==> config.mk <==
export PLATFORM = sky130hd
export DESIGN_NAME = bp_protect
export DESIGN_NICKNAME = d
export VERILOG_FILES = /design/src/bp_pkg.sv /design/src/bp_protect.sv
export SDC_FILE = /design/constraint.sdc
export NUM_CORES = 1
export LEC_CHECK = 0
export BUFFER_PORTS_ARGS = -buffer_cell sky130_fd_sc_hd__buf_4
export CAP_MARGIN = 20
export CORE_UTILIZATION = 36
export DETAILED_ROUTE_END_ITERATION = 6
export HOLD_SLACK_MARGIN = 0.06
export PLACE_DENSITY = 0.63
export SYNTH_ARGS = -nofsm -noshare
export SYNTH_HDL_FRONTEND = slang
export SYNTH_SLANG_ARGS = --single-unit
==> constraint.sdc <==
create_clock -name clk -period 2.2 [get_ports clk]
set_clock_uncertainty 0.05 [all_clocks]
set_input_delay 0 -clock clk [delete_from_list [all_inputs] [get_ports clk]]
set_output_delay 0 -clock clk [all_outputs]
set_load 0.05 [all_outputs]
==> src/bp_pkg.sv <==
package bp_pkg;

    // ==========================================================
    // Clock and timing
    // ==========================================================
    localparam int CLK_HZ = 100_000_000;
    localparam int CYC_PER_US = CLK_HZ / 1_000_000;
    localparam int CYC_PER_MS = CLK_HZ / 1_000;
    // Pack data line low time before disconnect sleep
    localparam int DISC_TIME_MS = 2000;
    localparam int DISC_CYCLES = DISC_TIME_MS * CYC_PER_MS;
    // Qualification delays: plain defaults, trimmed per product
    localparam int OV_DELAY_US = 1000;
    localparam int UV_DELAY_US = 1000;
    localparam int OC_DELAY_US = 100;
    localparam int SHORT_DELAY_US = 10;
    localparam int OV_DELAY_CYCLES = OV_DELAY_US * CYC_PER_US;
    localparam int UV_DELAY_CYCLES = UV_DELAY_US * CYC_PER_US;
    localparam int OC_DELAY_CYCLES = OC_DELAY_US * CYC_PER_US;
    localparam int SHORT_DELAY_CYCLES = SHORT_DELAY_US * CYC_PER_US;
    localparam int TMR_W = 32;

    // ==========================================================
    // Pin input vector (comparator and terminal levels)
    // ==========================================================
    localparam int PIN_W = 14;
    localparam int PIN_OV = 0;          // cell above overvoltage_threshold
    localparam int PIN_UV = 1;          // cell below undervoltage_threshold
    localparam int PIN_CE = 2;          // cell below charge_resume_threshold
    localparam int PIN_OC_CHG = 3;      // sense above overcurrent_threshold
    localparam int PIN_OC_DIS = 4;      // sense below -overcurrent_threshold
    localparam int PIN_DIS_80MA = 5;    // sense at or below -2 mV
    localparam int PIN_SHORT = 6;       // sense_node above short_threshold
    localparam int PIN_PLS_GT_CELL = 7;
    localparam int PIN_PLS_GT_VDD = 8;
    localparam int PIN_VDD_GT_2V2 = 9;
    localparam int PIN_PLS_LT_TEST = 10;
    localparam int PIN_PLS_GT_TEST = 11;
    localparam int PIN_DATA_LINE = 12;
    localparam int PIN_PS_N = 13;
    // Idle level: power switch released
    localparam logic [PIN_W-1:0] PIN_IDLE = 14'h2000;

    // ==========================================================
    // Register map (byte addresses)
    // ==========================================================
    localparam int ADDR_W = 4;
    localparam logic [ADDR_W-1:0] REG_PROT = 4'h0;
    localparam logic [ADDR_W-1:0] REG_CONFIG = 4'h4;
    localparam logic [ADDR_W-1:0] REG_SWAP = 4'h8;
    localparam logic [ADDR_W-1:0] REG_STATUS = 4'hC;

    localparam int PROT_OV = 0;
    localparam int PROT_UV = 1;
    localparam int PROT_COC = 2;
    localparam int PROT_DOC = 3;
    localparam int PROT_CHG_ALLOW = 4;
    localparam int PROT_DIS_ALLOW = 5;
    localparam int CFG_DISC_SLEEP = 0;
    localparam int CFG_SWAP_EN = 1;
    localparam int SWAP_ENABLE_PACK = 0;

    localparam logic CHG_ALLOW_RST = 1'b1;
    localparam logic DIS_ALLOW_RST = 1'b1;
    localparam logic [1:0] CONFIG_RST = 2'h0;

    // ==========================================================
    // Qualification timer slots
    // ==========================================================
    localparam int NTMR = 6;
    localparam int T_OV = 0;
    localparam int T_UV = 1;
    localparam int T_OCC = 2;
    localparam int T_OCD = 3;
    localparam int T_SHORT = 4;
    localparam int T_DISC = 5;

    typedef enum logic {
        BP_ACTIVE = 1'b0,
        BP_SLEEP = 1'b1
    } bp_mode_e;

endpackage

==> src/bp_protect.sv <==
// Behaviour
// - Two power modes; measurement runs in active only, stops in sleep.
// - Sleep when disconnect sleep enabled and data line low over 2 s.
// - Sleep when cell stays under undervoltage threshold for its delay.
// - Sleep on swap disable command while swap enable is set.
// - Wake when disconnect sleep enabled, swap disabled, data line high.
// - Wake whenever power switch sense is pulled low.
// - Wake when pack plus exceeds cell and swap enable is clear.
// - Wake on swap enable command while swap enable is set.
// - Sleep mode after power-up.
// - Fault qualification only while active.
// - Qualified overvoltage turns charge FET off, sets overvoltage flag.
// - Overvoltage releases when cell falls under charge resume threshold.
// - Discharge stays on during overvoltage; 80 mA discharge releases early.
// - Qualified undervoltage turns both FETs off, flags, enters sleep.
// - Undervoltage releases on pack above supply, supply above 2.2 V.
// - Qualified charge overcurrent turns both FETs off, sets flag.
// - Charge overcurrent holds until pack under test level; pulldown on.
// - Discharge overcurrent turns discharge off until pack above test level.
// - Short circuit turns discharge off, sets flag, same release.
// - Discharge off on UV, overcurrent, short, allow clear or sleep.
// - Charge off on OV, UV, charge overcurrent, allow clear or sleep.
//
// Local design decisions: the placing of the registers and the Avalon-MM register port.
module bp_protect
    import bp_pkg::*;
#(
    parameter int OV_DLY = OV_DELAY_CYCLES,
    parameter int UV_DLY = UV_DELAY_CYCLES,
    parameter int OC_DLY = OC_DELAY_CYCLES,
    parameter int SHORT_DLY = SHORT_DELAY_CYCLES,
    parameter int DISC_DLY = DISC_CYCLES
) (
    input wire logic clk,
    input wire logic rst_n,
    // Avalon-MM slave
    input wire logic [ADDR_W-1:0] address,
    input wire logic read,
    input wire logic write,
    input wire logic [3:0] byteenable,
    input wire logic [31:0] writedata,
    output logic [31:0] readdata,
    output logic waitrequest,
    // Comparators and terminal levels, asynchronous
    input wire logic cell_over_ov,
    input wire logic cell_under_uv,
    input wire logic cell_under_ce,
    input wire logic sense_over_oc,
    input wire logic sense_under_neg_oc,
    input wire logic sense_discharge_80ma,
    input wire logic sense_node_over_short,
    input wire logic pack_above_cell,
    input wire logic pack_above_supply,
    input wire logic supply_above_2v2,
    input wire logic pack_under_test,
    input wire logic pack_over_test,
    input wire logic pack_data_line,
    input wire logic power_switch_sense_n,
    // FET controls, high turns the FET off; then test current and measure enables, high turns them on
    output logic charge_fet_ctrl,
    output logic discharge_fet_ctrl,
    output logic pack_test_pulldown,
    output logic pack_test_pullup,
    output logic measure_en
);

    // ==========================================================
    // Input synchronisers
    // ==========================================================
    logic [PIN_W-1:0] pin_raw;
    logic [PIN_W-1:0] pin_meta;
    logic [PIN_W-1:0] pin;

    assign pin_raw = {power_switch_sense_n, pack_data_line, pack_over_test, pack_under_test,
                      supply_above_2v2, pack_above_supply, pack_above_cell, sense_node_over_short,
                      sense_discharge_80ma, sense_under_neg_oc, sense_over_oc, cell_under_ce,
                      cell_under_uv, cell_over_ov};

    // Idle vector keeps a held power switch from waking before sync settles
    always_ff @(posedge clk) begin
        if (!rst_n) begin
            pin_meta <= PIN_IDLE;
            pin <= PIN_IDLE;
        end else begin
            pin_meta <= pin_raw;
            pin <= pin_meta;
        end
    end

    // ==========================================================
    // State
    // ==========================================================
    bp_mode_e mode;
    bp_mode_e next_mode;
    logic ov_fault;
    logic uv_fault;
    logic coc_fault;
    logic doc_fault;
    logic overvoltage_flag;
    logic undervoltage_flag;
    logic charge_overcurrent_flag;
    logic discharge_overcurrent_flag;
    logic charge_allow;
    logic discharge_allow;
    logic disconnect_sleep_en;
    logic swap_enable;
    logic ack;

    // ==========================================================
    // Register bus decode
    // ==========================================================
    wire active = (mode == BP_ACTIVE);
    wire bus_req = read | write;
    wire bus_take = bus_req & ack;
    wire wr_take = write & ack & byteenable[0];
    wire sel_prot = (address == REG_PROT);
    wire sel_config = (address == REG_CONFIG);
    wire sel_swap = (address == REG_SWAP);
    wire sel_status = (address == REG_STATUS);
    wire wr_prot = wr_take & sel_prot;
    wire wr_config = wr_take & sel_config;
    wire wr_swap = wr_take & sel_swap & swap_enable;
    wire swap_pack_on = wr_swap & writedata[SWAP_ENABLE_PACK];
    wire swap_pack_off = wr_swap & ~writedata[SWAP_ENABLE_PACK];

    // One wait state per access, then a one-cycle release
    assign waitrequest = bus_req & ~ack;

    always_ff @(posedge clk) begin
        if (!rst_n) begin
            ack <= 1'b0;
        end else begin
            ack <= bus_req & ~ack;
        end
    end

    // ==========================================================
    // Qualification timers
    // ==========================================================
    logic [NTMR-1:0] qual_cond;
    logic [NTMR-1:0] qual_fire;
    logic [TMR_W-1:0] qual_lim [NTMR];

    // Comparators only count while active
    assign qual_cond[T_OV] = active & pin[PIN_OV];
    assign qual_cond[T_UV] = active & pin[PIN_UV];
    assign qual_cond[T_OCC] = active & pin[PIN_OC_CHG];
    assign qual_cond[T_OCD] = active & pin[PIN_OC_DIS];
    assign qual_cond[T_SHORT] = active & pin[PIN_SHORT];
    assign qual_cond[T_DISC] = active & disconnect_sleep_en & ~pin[PIN_DATA_LINE];

    assign qual_lim[T_OV] = TMR_W'(OV_DLY);
    assign qual_lim[T_UV] = TMR_W'(UV_DLY);
    assign qual_lim[T_OCC] = TMR_W'(OC_DLY);
    assign qual_lim[T_OCD] = TMR_W'(OC_DLY);
    assign qual_lim[T_SHORT] = TMR_W'(SHORT_DLY);
    assign qual_lim[T_DISC] = TMR_W'(DISC_DLY);

    genvar g;
    generate
        for (g = 0; g < NTMR; g++) begin : g_tmr
            logic [TMR_W-1:0] cnt;
            // Fires once the condition outlasts the delay
            assign qual_fire[g] = qual_cond[g] & (cnt == qual_lim[g]);
            always_ff @(posedge clk) begin
                if (!rst_n) begin
                    cnt <= '0;
                end else if (!qual_cond[g]) begin
                    cnt <= '0;
                end else if (cnt != qual_lim[g]) begin
                    cnt <= cnt + TMR_W'(1);
                end
            end
        end
    endgenerate

    // ==========================================================
    // Fault state and release
    // ==========================================================
    wire ov_release = pin[PIN_CE] | pin[PIN_DIS_80MA];
    wire uv_release = pin[PIN_PLS_GT_VDD] & pin[PIN_VDD_GT_2V2];
    wire coc_release = pin[PIN_PLS_LT_TEST];
    wire doc_release = pin[PIN_PLS_GT_TEST];
    wire doc_trip = qual_fire[T_OCD] | qual_fire[T_SHORT];

    // A new trip in the release cycle wins over the release
    always_ff @(posedge clk) begin
        if (!rst_n) begin
            ov_fault <= 1'b0;
            uv_fault <= 1'b0;
            coc_fault <= 1'b0;
            doc_fault <= 1'b0;
        end else begin
            ov_fault <= qual_fire[T_OV] | (ov_fault & ~ov_release);
            uv_fault <= qual_fire[T_UV] | (uv_fault & ~uv_release);
            coc_fault <= qual_fire[T_OCC] | (coc_fault & ~coc_release);
            doc_fault <= doc_trip | (doc_fault & ~doc_release);
        end
    end

    // ==========================================================
    // Sticky flags and control registers
    // ==========================================================
    wire [3:0] flag_set = {doc_trip, qual_fire[T_OCC], qual_fire[T_UV], qual_fire[T_OV]};
    wire [3:0] flag_clr = wr_prot ? writedata[PROT_DOC:PROT_OV] : 4'h0;

    always_ff @(posedge clk) begin
        if (!rst_n) begin
            overvoltage_flag <= 1'b0;
            undervoltage_flag <= 1'b0;
            charge_overcurrent_flag <= 1'b0;
            discharge_overcurrent_flag <= 1'b0;
        end else begin
            overvoltage_flag <= flag_set[0] | (overvoltage_flag & ~flag_clr[0]);
            undervoltage_flag <= flag_set[1] | (undervoltage_flag & ~flag_clr[1]);
            charge_overcurrent_flag <= flag_set[2] | (charge_overcurrent_flag & ~flag_clr[2]);
            discharge_overcurrent_flag <= flag_set[3] | (discharge_overcurrent_flag & ~flag_clr[3]);
        end
    end

    always_ff @(posedge clk) begin
        if (!rst_n) begin
            charge_allow <= CHG_ALLOW_RST;
            discharge_allow <= DIS_ALLOW_RST;
        end else if (wr_prot) begin
            charge_allow <= writedata[PROT_CHG_ALLOW];
            discharge_allow <= writedata[PROT_DIS_ALLOW];
        end
    end

    always_ff @(posedge clk) begin
        if (!rst_n) begin
            {swap_enable, disconnect_sleep_en} <= CONFIG_RST;
        end else if (wr_config) begin
            disconnect_sleep_en <= writedata[CFG_DISC_SLEEP];
            swap_enable <= writedata[CFG_SWAP_EN];
        end
    end

    // ==========================================================
    // Power mode
    // ==========================================================
    wire go_sleep = qual_fire[T_DISC] | qual_fire[T_UV] | swap_pack_off;
    wire wake_connect = disconnect_sleep_en & ~swap_enable & pin[PIN_DATA_LINE];
    wire wake_switch = ~pin[PIN_PS_N];
    wire wake_charger = pin[PIN_PLS_GT_CELL] & ~swap_enable;
    wire wake = wake_connect | wake_switch | wake_charger | swap_pack_on;

    always_comb begin
        next_mode = mode;
        unique case (mode)
            BP_ACTIVE: begin
                if (go_sleep) begin
                    next_mode = BP_SLEEP;
                end
            end
            BP_SLEEP: begin
                if (wake) begin
                    next_mode = BP_ACTIVE;
                end
            end
        endcase
    end

    always_ff @(posedge clk) begin
        if (!rst_n) begin
            mode <= BP_SLEEP;
        end else begin
            mode <= next_mode;
        end
    end

    // ==========================================================
    // FET and test current outputs
    // ==========================================================
    wire sleeping = (mode == BP_SLEEP);
    // Overvoltage leaves discharge alone
    wire next_dis_off = uv_fault | coc_fault | doc_fault | ~discharge_allow | sleeping;
    wire next_chg_off = ov_fault | uv_fault | coc_fault | ~charge_allow | sleeping;

    always_ff @(posedge clk) begin
        if (!rst_n) begin
            charge_fet_ctrl <= 1'b1;
            discharge_fet_ctrl <= 1'b1;
            pack_test_pulldown <= 1'b0;
            pack_test_pullup <= 1'b0;
            measure_en <= 1'b0;
        end else begin
            charge_fet_ctrl <= next_chg_off;
            discharge_fet_ctrl <= next_dis_off;
            pack_test_pulldown <= coc_fault;
            pack_test_pullup <= doc_fault;
            measure_en <= (next_mode == BP_ACTIVE);
        end
    end

    // ==========================================================
    // Read data
    // ==========================================================
    wire [31:0] rd_prot = {26'h0, discharge_allow, charge_allow, discharge_overcurrent_flag,
                           charge_overcurrent_flag, undervoltage_flag, overvoltage_flag};
    wire [31:0] rd_config = {30'h0, swap_enable, disconnect_sleep_en};
    wire [31:0] rd_status = {25'h0, discharge_fet_ctrl, charge_fet_ctrl, doc_fault, coc_fault,
                             uv_fault, ov_fault, sleeping};
    wire [31:0] rd_mux = sel_prot ? rd_prot :
                         sel_config ? rd_config :
                         sel_status ? rd_status : 32'h0000_0000;

    // Captured in the wait cycle, held through the release cycle
    always_ff @(posedge clk) begin
        if (!rst_n) begin
            readdata <= 32'h0000_0000;
        end else if (read & ~ack) begin
            readdata <= rd_mux;
        end
    end

    // Unused bus inputs kept visible for lint
    wire unused_bus = bus_take & sel_swap & (|byteenable[3:1]);

endmodule

==> out/metrics.cfg <==
[grt]
busiest_layer=met2
grt_pass1_vias=9264
gr-usage-all-layers_pct=16.1
grt_first_pass_wirelength_mm=45.5
grt_use_met2_pct=26.0
grt_util_met1_pct=22.5
grt_overflow=0
grt_use_met3_pct=1.88
grt_max_degree=47
antenna_found_initial=0

[job]
maxCapViolCount=0

[routing]
route.detailed.drc=0
vias=10355
drtIter0Drc=579
drt_wl_total_mm=27.3
first_pass_iters=6
viasPerCell=5.41
wire_per_inst_um=14.3
detail-route-antenna-nets=0

[synthesis]
netlist_instances=1367
synth_ff_type=dfxtp_1
synth_area_um2=11700
yosysWarnings=0
yosysUniqueCellTypes=57
async_flop_share_pct=0
synth_edf_count=0
synth-seq-cells=246
seq_area_frac_synth_pct=42.0
synth.avg_cell_area_um2=8.58

[setup_path]
required_ps=2620
crit_cells=6
path_delay_family=simple AND/OR/NAND/NOR gates
path_cells=ha_2, nand2_1, or4_1, buf_6, or4_1, a21oi_1
cpMostUsedCell=or4_1
worstPathArrival_ps=2520
startpoint=g_tmr[4].cnt[0]
crit_buf_inv=1
crit_path_max_incr_delay_ps=530
reg2reg_from=g_tmr[4].cnt[0]
r2r-end=g_tmr[4].cnt[30]
path_class=reg2reg
r2r_slack_ps=100
end_kind=flip-flop
cp_max_fo=17
critPathLaunchType=flip-flop
cpMaxStageDelayCell=or4_1
reg2regPathDepth=6
endpoint=g_tmr[4].cnt[30]

[clock_network]
cts.sink_count=246
clock_latency_ps=540
cts_root_buf=clkbuf_16
tritoncts=yes
clk_transition_reported_paths_ps=60
post_cts_buffers=0
tritoncts.num_buffers=27
htree_num_levels=1
clockBufferDepth=3

[timing]
finalSetupViolCount=0
slew_headroom_pct=61.5
fmax_ghz=0.476
worst_pin_slew_ps=575
final-max-slew-violation-count=0
hold_viol_final=0
finalSetupTns_ps=0
fin_crit_sh_pct=95.5
setup_slack_ps=98.4
period_minus_slack_ps=2100
rsz0062_at_grt=no

[power_and_ir_drop]
powerDensity_nw_per_um2=721
switching_power_w=0.00208
seq_power_share_pct=44.4
p_comb_share_pct=3.1
ir_drop_mv=0.588
internal_power_w=0.00805
p_sw_share_pct=20.5
p_leak_nw=4.34
clkPwrFrac_pct=52.4

[min_path]
hp-class=in2reg

[finish]
fin_util_pct=44.2
nFillCells=3139
area_growth_pct=19.9
finalNetCount=1527
seqCellArea_um2=4920
antenna_cells=0
multi_input_comb_area_um2=6320
drive_above_1_share_pct=11.0

[place]
post-place-ws_ps=57.2
io_buffers=41
place_hpwl_mm=19.0
gp_congestion=0.797

[floorplan]
die_area_um2=33300
die_w_um=182
core_area_um2=31800
die_h_um=182
rows=65
start_util_pct=36.9
ios=96

[status]
status=finished, final reports clean

-- worst reg2reg max path, delay by kind of cell (launching register included) --
| kind | cells | cell delay (ps) |
|---|---|---|
| AND/OR/NAND/NOR | 3 | 1080 |
| AO/OA/AOI/OAI | 1 | 170 |
| buffers and inverters | 1 | 180 |
| adder cells (fa/ha/maj) | 1 | 210 |
| flip-flops | 1 | 340 |
-- cells in the mapped netlist, drive strengths merged, types with 31 or more instances --
cell type	n	area, µm²
dfxtp	246	4920
nand4	68	438
nand2	81	304
buf	31	234
and2	40	250
a21oi	125	626
xor2	32	280
inv	34	128
and4	36	315
clkbuf	62	233
nand3	74	375
or4	68	514
or3	44	275
o31ai	61	458
o21ai	55	275
nor2	67	251
nor4	40	250
-- logic make-up (layout without fill, tap and decap cells) --
| group | after synthesis | count (layout) | synth area share, % |
|---|---|---|---|
| AO/OA/AOI/OAI | 278 | 278 | 14.1 |
| XOR/XNOR | 57 | 57 | 4.26 |
| adder cells (fa/ha/maj) | 12 | 12 | 1.28 |
| buffers and inverters | 127 | 214 | 5.07 |
| flip-flops | 246 | 246 | 42.0 |
| multiplexers | 15 | 15 | 1.28 |
| other | 1 | 25 | 0.0320 |
| AND/OR/NAND/NOR | 631 | 631 | 31.9 |
-- stage by stage --
stage | hold slack [ps] | std cells | area, µm² | total power, W
2_1_floorplan | 51.5 | 1391 | 11800 | 0.00482
3_3_place_gp | 147 | 1828 | 12600 | 0.00487
3_5_place_dp | 150 | 1828 | 12600 | 0.00487
4_1_cts | 133 | 1913 | 14000 | 0.0103
5_1_grt | 156 | 1913 | 14100 | 0.0105
6_report | 134 | 1913 | 14100 | 0.0101
-- registers in the layout (all words and copies together) (netlist names), 7 cells and up --
register   flops
g_tmr.cnt    192
pin           14
pin_meta      14
readdata       7
-- area by class of cell --
class,instances,area share [%]
Clock inverter,14,2.19
Clock buffer,36,5.33
Sequential cell,246,35.0
Inverter,34,0.908
Timing Repair Buffer,130,7.68
Multi-Input combinational cell,1018,45.0
Tap cell,435,3.87
-- cell usage in the layout, fill, tap and decap left out, types with 27 or more instances in the layout --
| cell | Yosys | routed |
|---|---|---|
| dfxtp_1 | 246 | 246 |
| nor4_1 | 40 | 40 |
| xor2_1 | 32 | 32 |
| and2_1 | 40 | 40 |
| nor2_1 | 67 | 67 |
| nand2_1 | 81 | 81 |
| dlygate4sd3_1 | 0 | 35 |
| or4_1 | 67 | 65 |
| nand4_1 | 66 | 66 |
| nand3_1 | 73 | 73 |
| clkbuf_16 | 0 | 27 |
| buf_4 | 25 | 93 |
| or3_1 | 44 | 43 |
| o31ai_1 | 61 | 61 |
| and4_1 | 36 | 36 |
| o21ai_0 | 55 | 55 |
| a21oi_1 | 125 | 125 |
| inv_1 | 34 | 34 |
-- how the worst min path moves through the flow --
stage                               from  slack [ps]  cells after the start           end
floorplan           power_switch_sense_n          50                      1  pin_meta[13]
global placement    power_switch_sense_n         150                      2  pin_meta[13]
detailed placement  power_switch_sense_n         150                      2  pin_meta[13]
CTS                       pack_over_test         130                      3  pin_meta[11]
global route          sense_under_neg_oc         160                      3   pin_meta[4]
finish                             write         130                      6  charge_allow
-- power groups by stage --
stage	sequential, W	combinational (W)	clock, W
3_3_place_gp	0.00460	0.000274	0
2_1_floorplan	0.00461	0.000208	0
5_1_grt	0.00450	0.000340	0.00563
4_1_cts	0.00450	0.000319	0.00545
6_report	0.00450	0.000318	0.00531
3_5_place_dp	0.00460	0.000275	0
-- layer usage --
layer / wire (µm) / vias up
li1: - / 5265
met1: 13600 / 4888
met2: 12300 / 154
met3: 731 / 48
met4: 680 / 0
met5: 0 / -
-- repair_timing --
item / 4_1_cts / 5_1_grt
resized for setup: 0 / 6
hold endpoints to repair: 45 / 0
hold buffers: 35 / 0
endpoints found under the setup margin: 0 / 25
(Power assumes the default switching activity.)
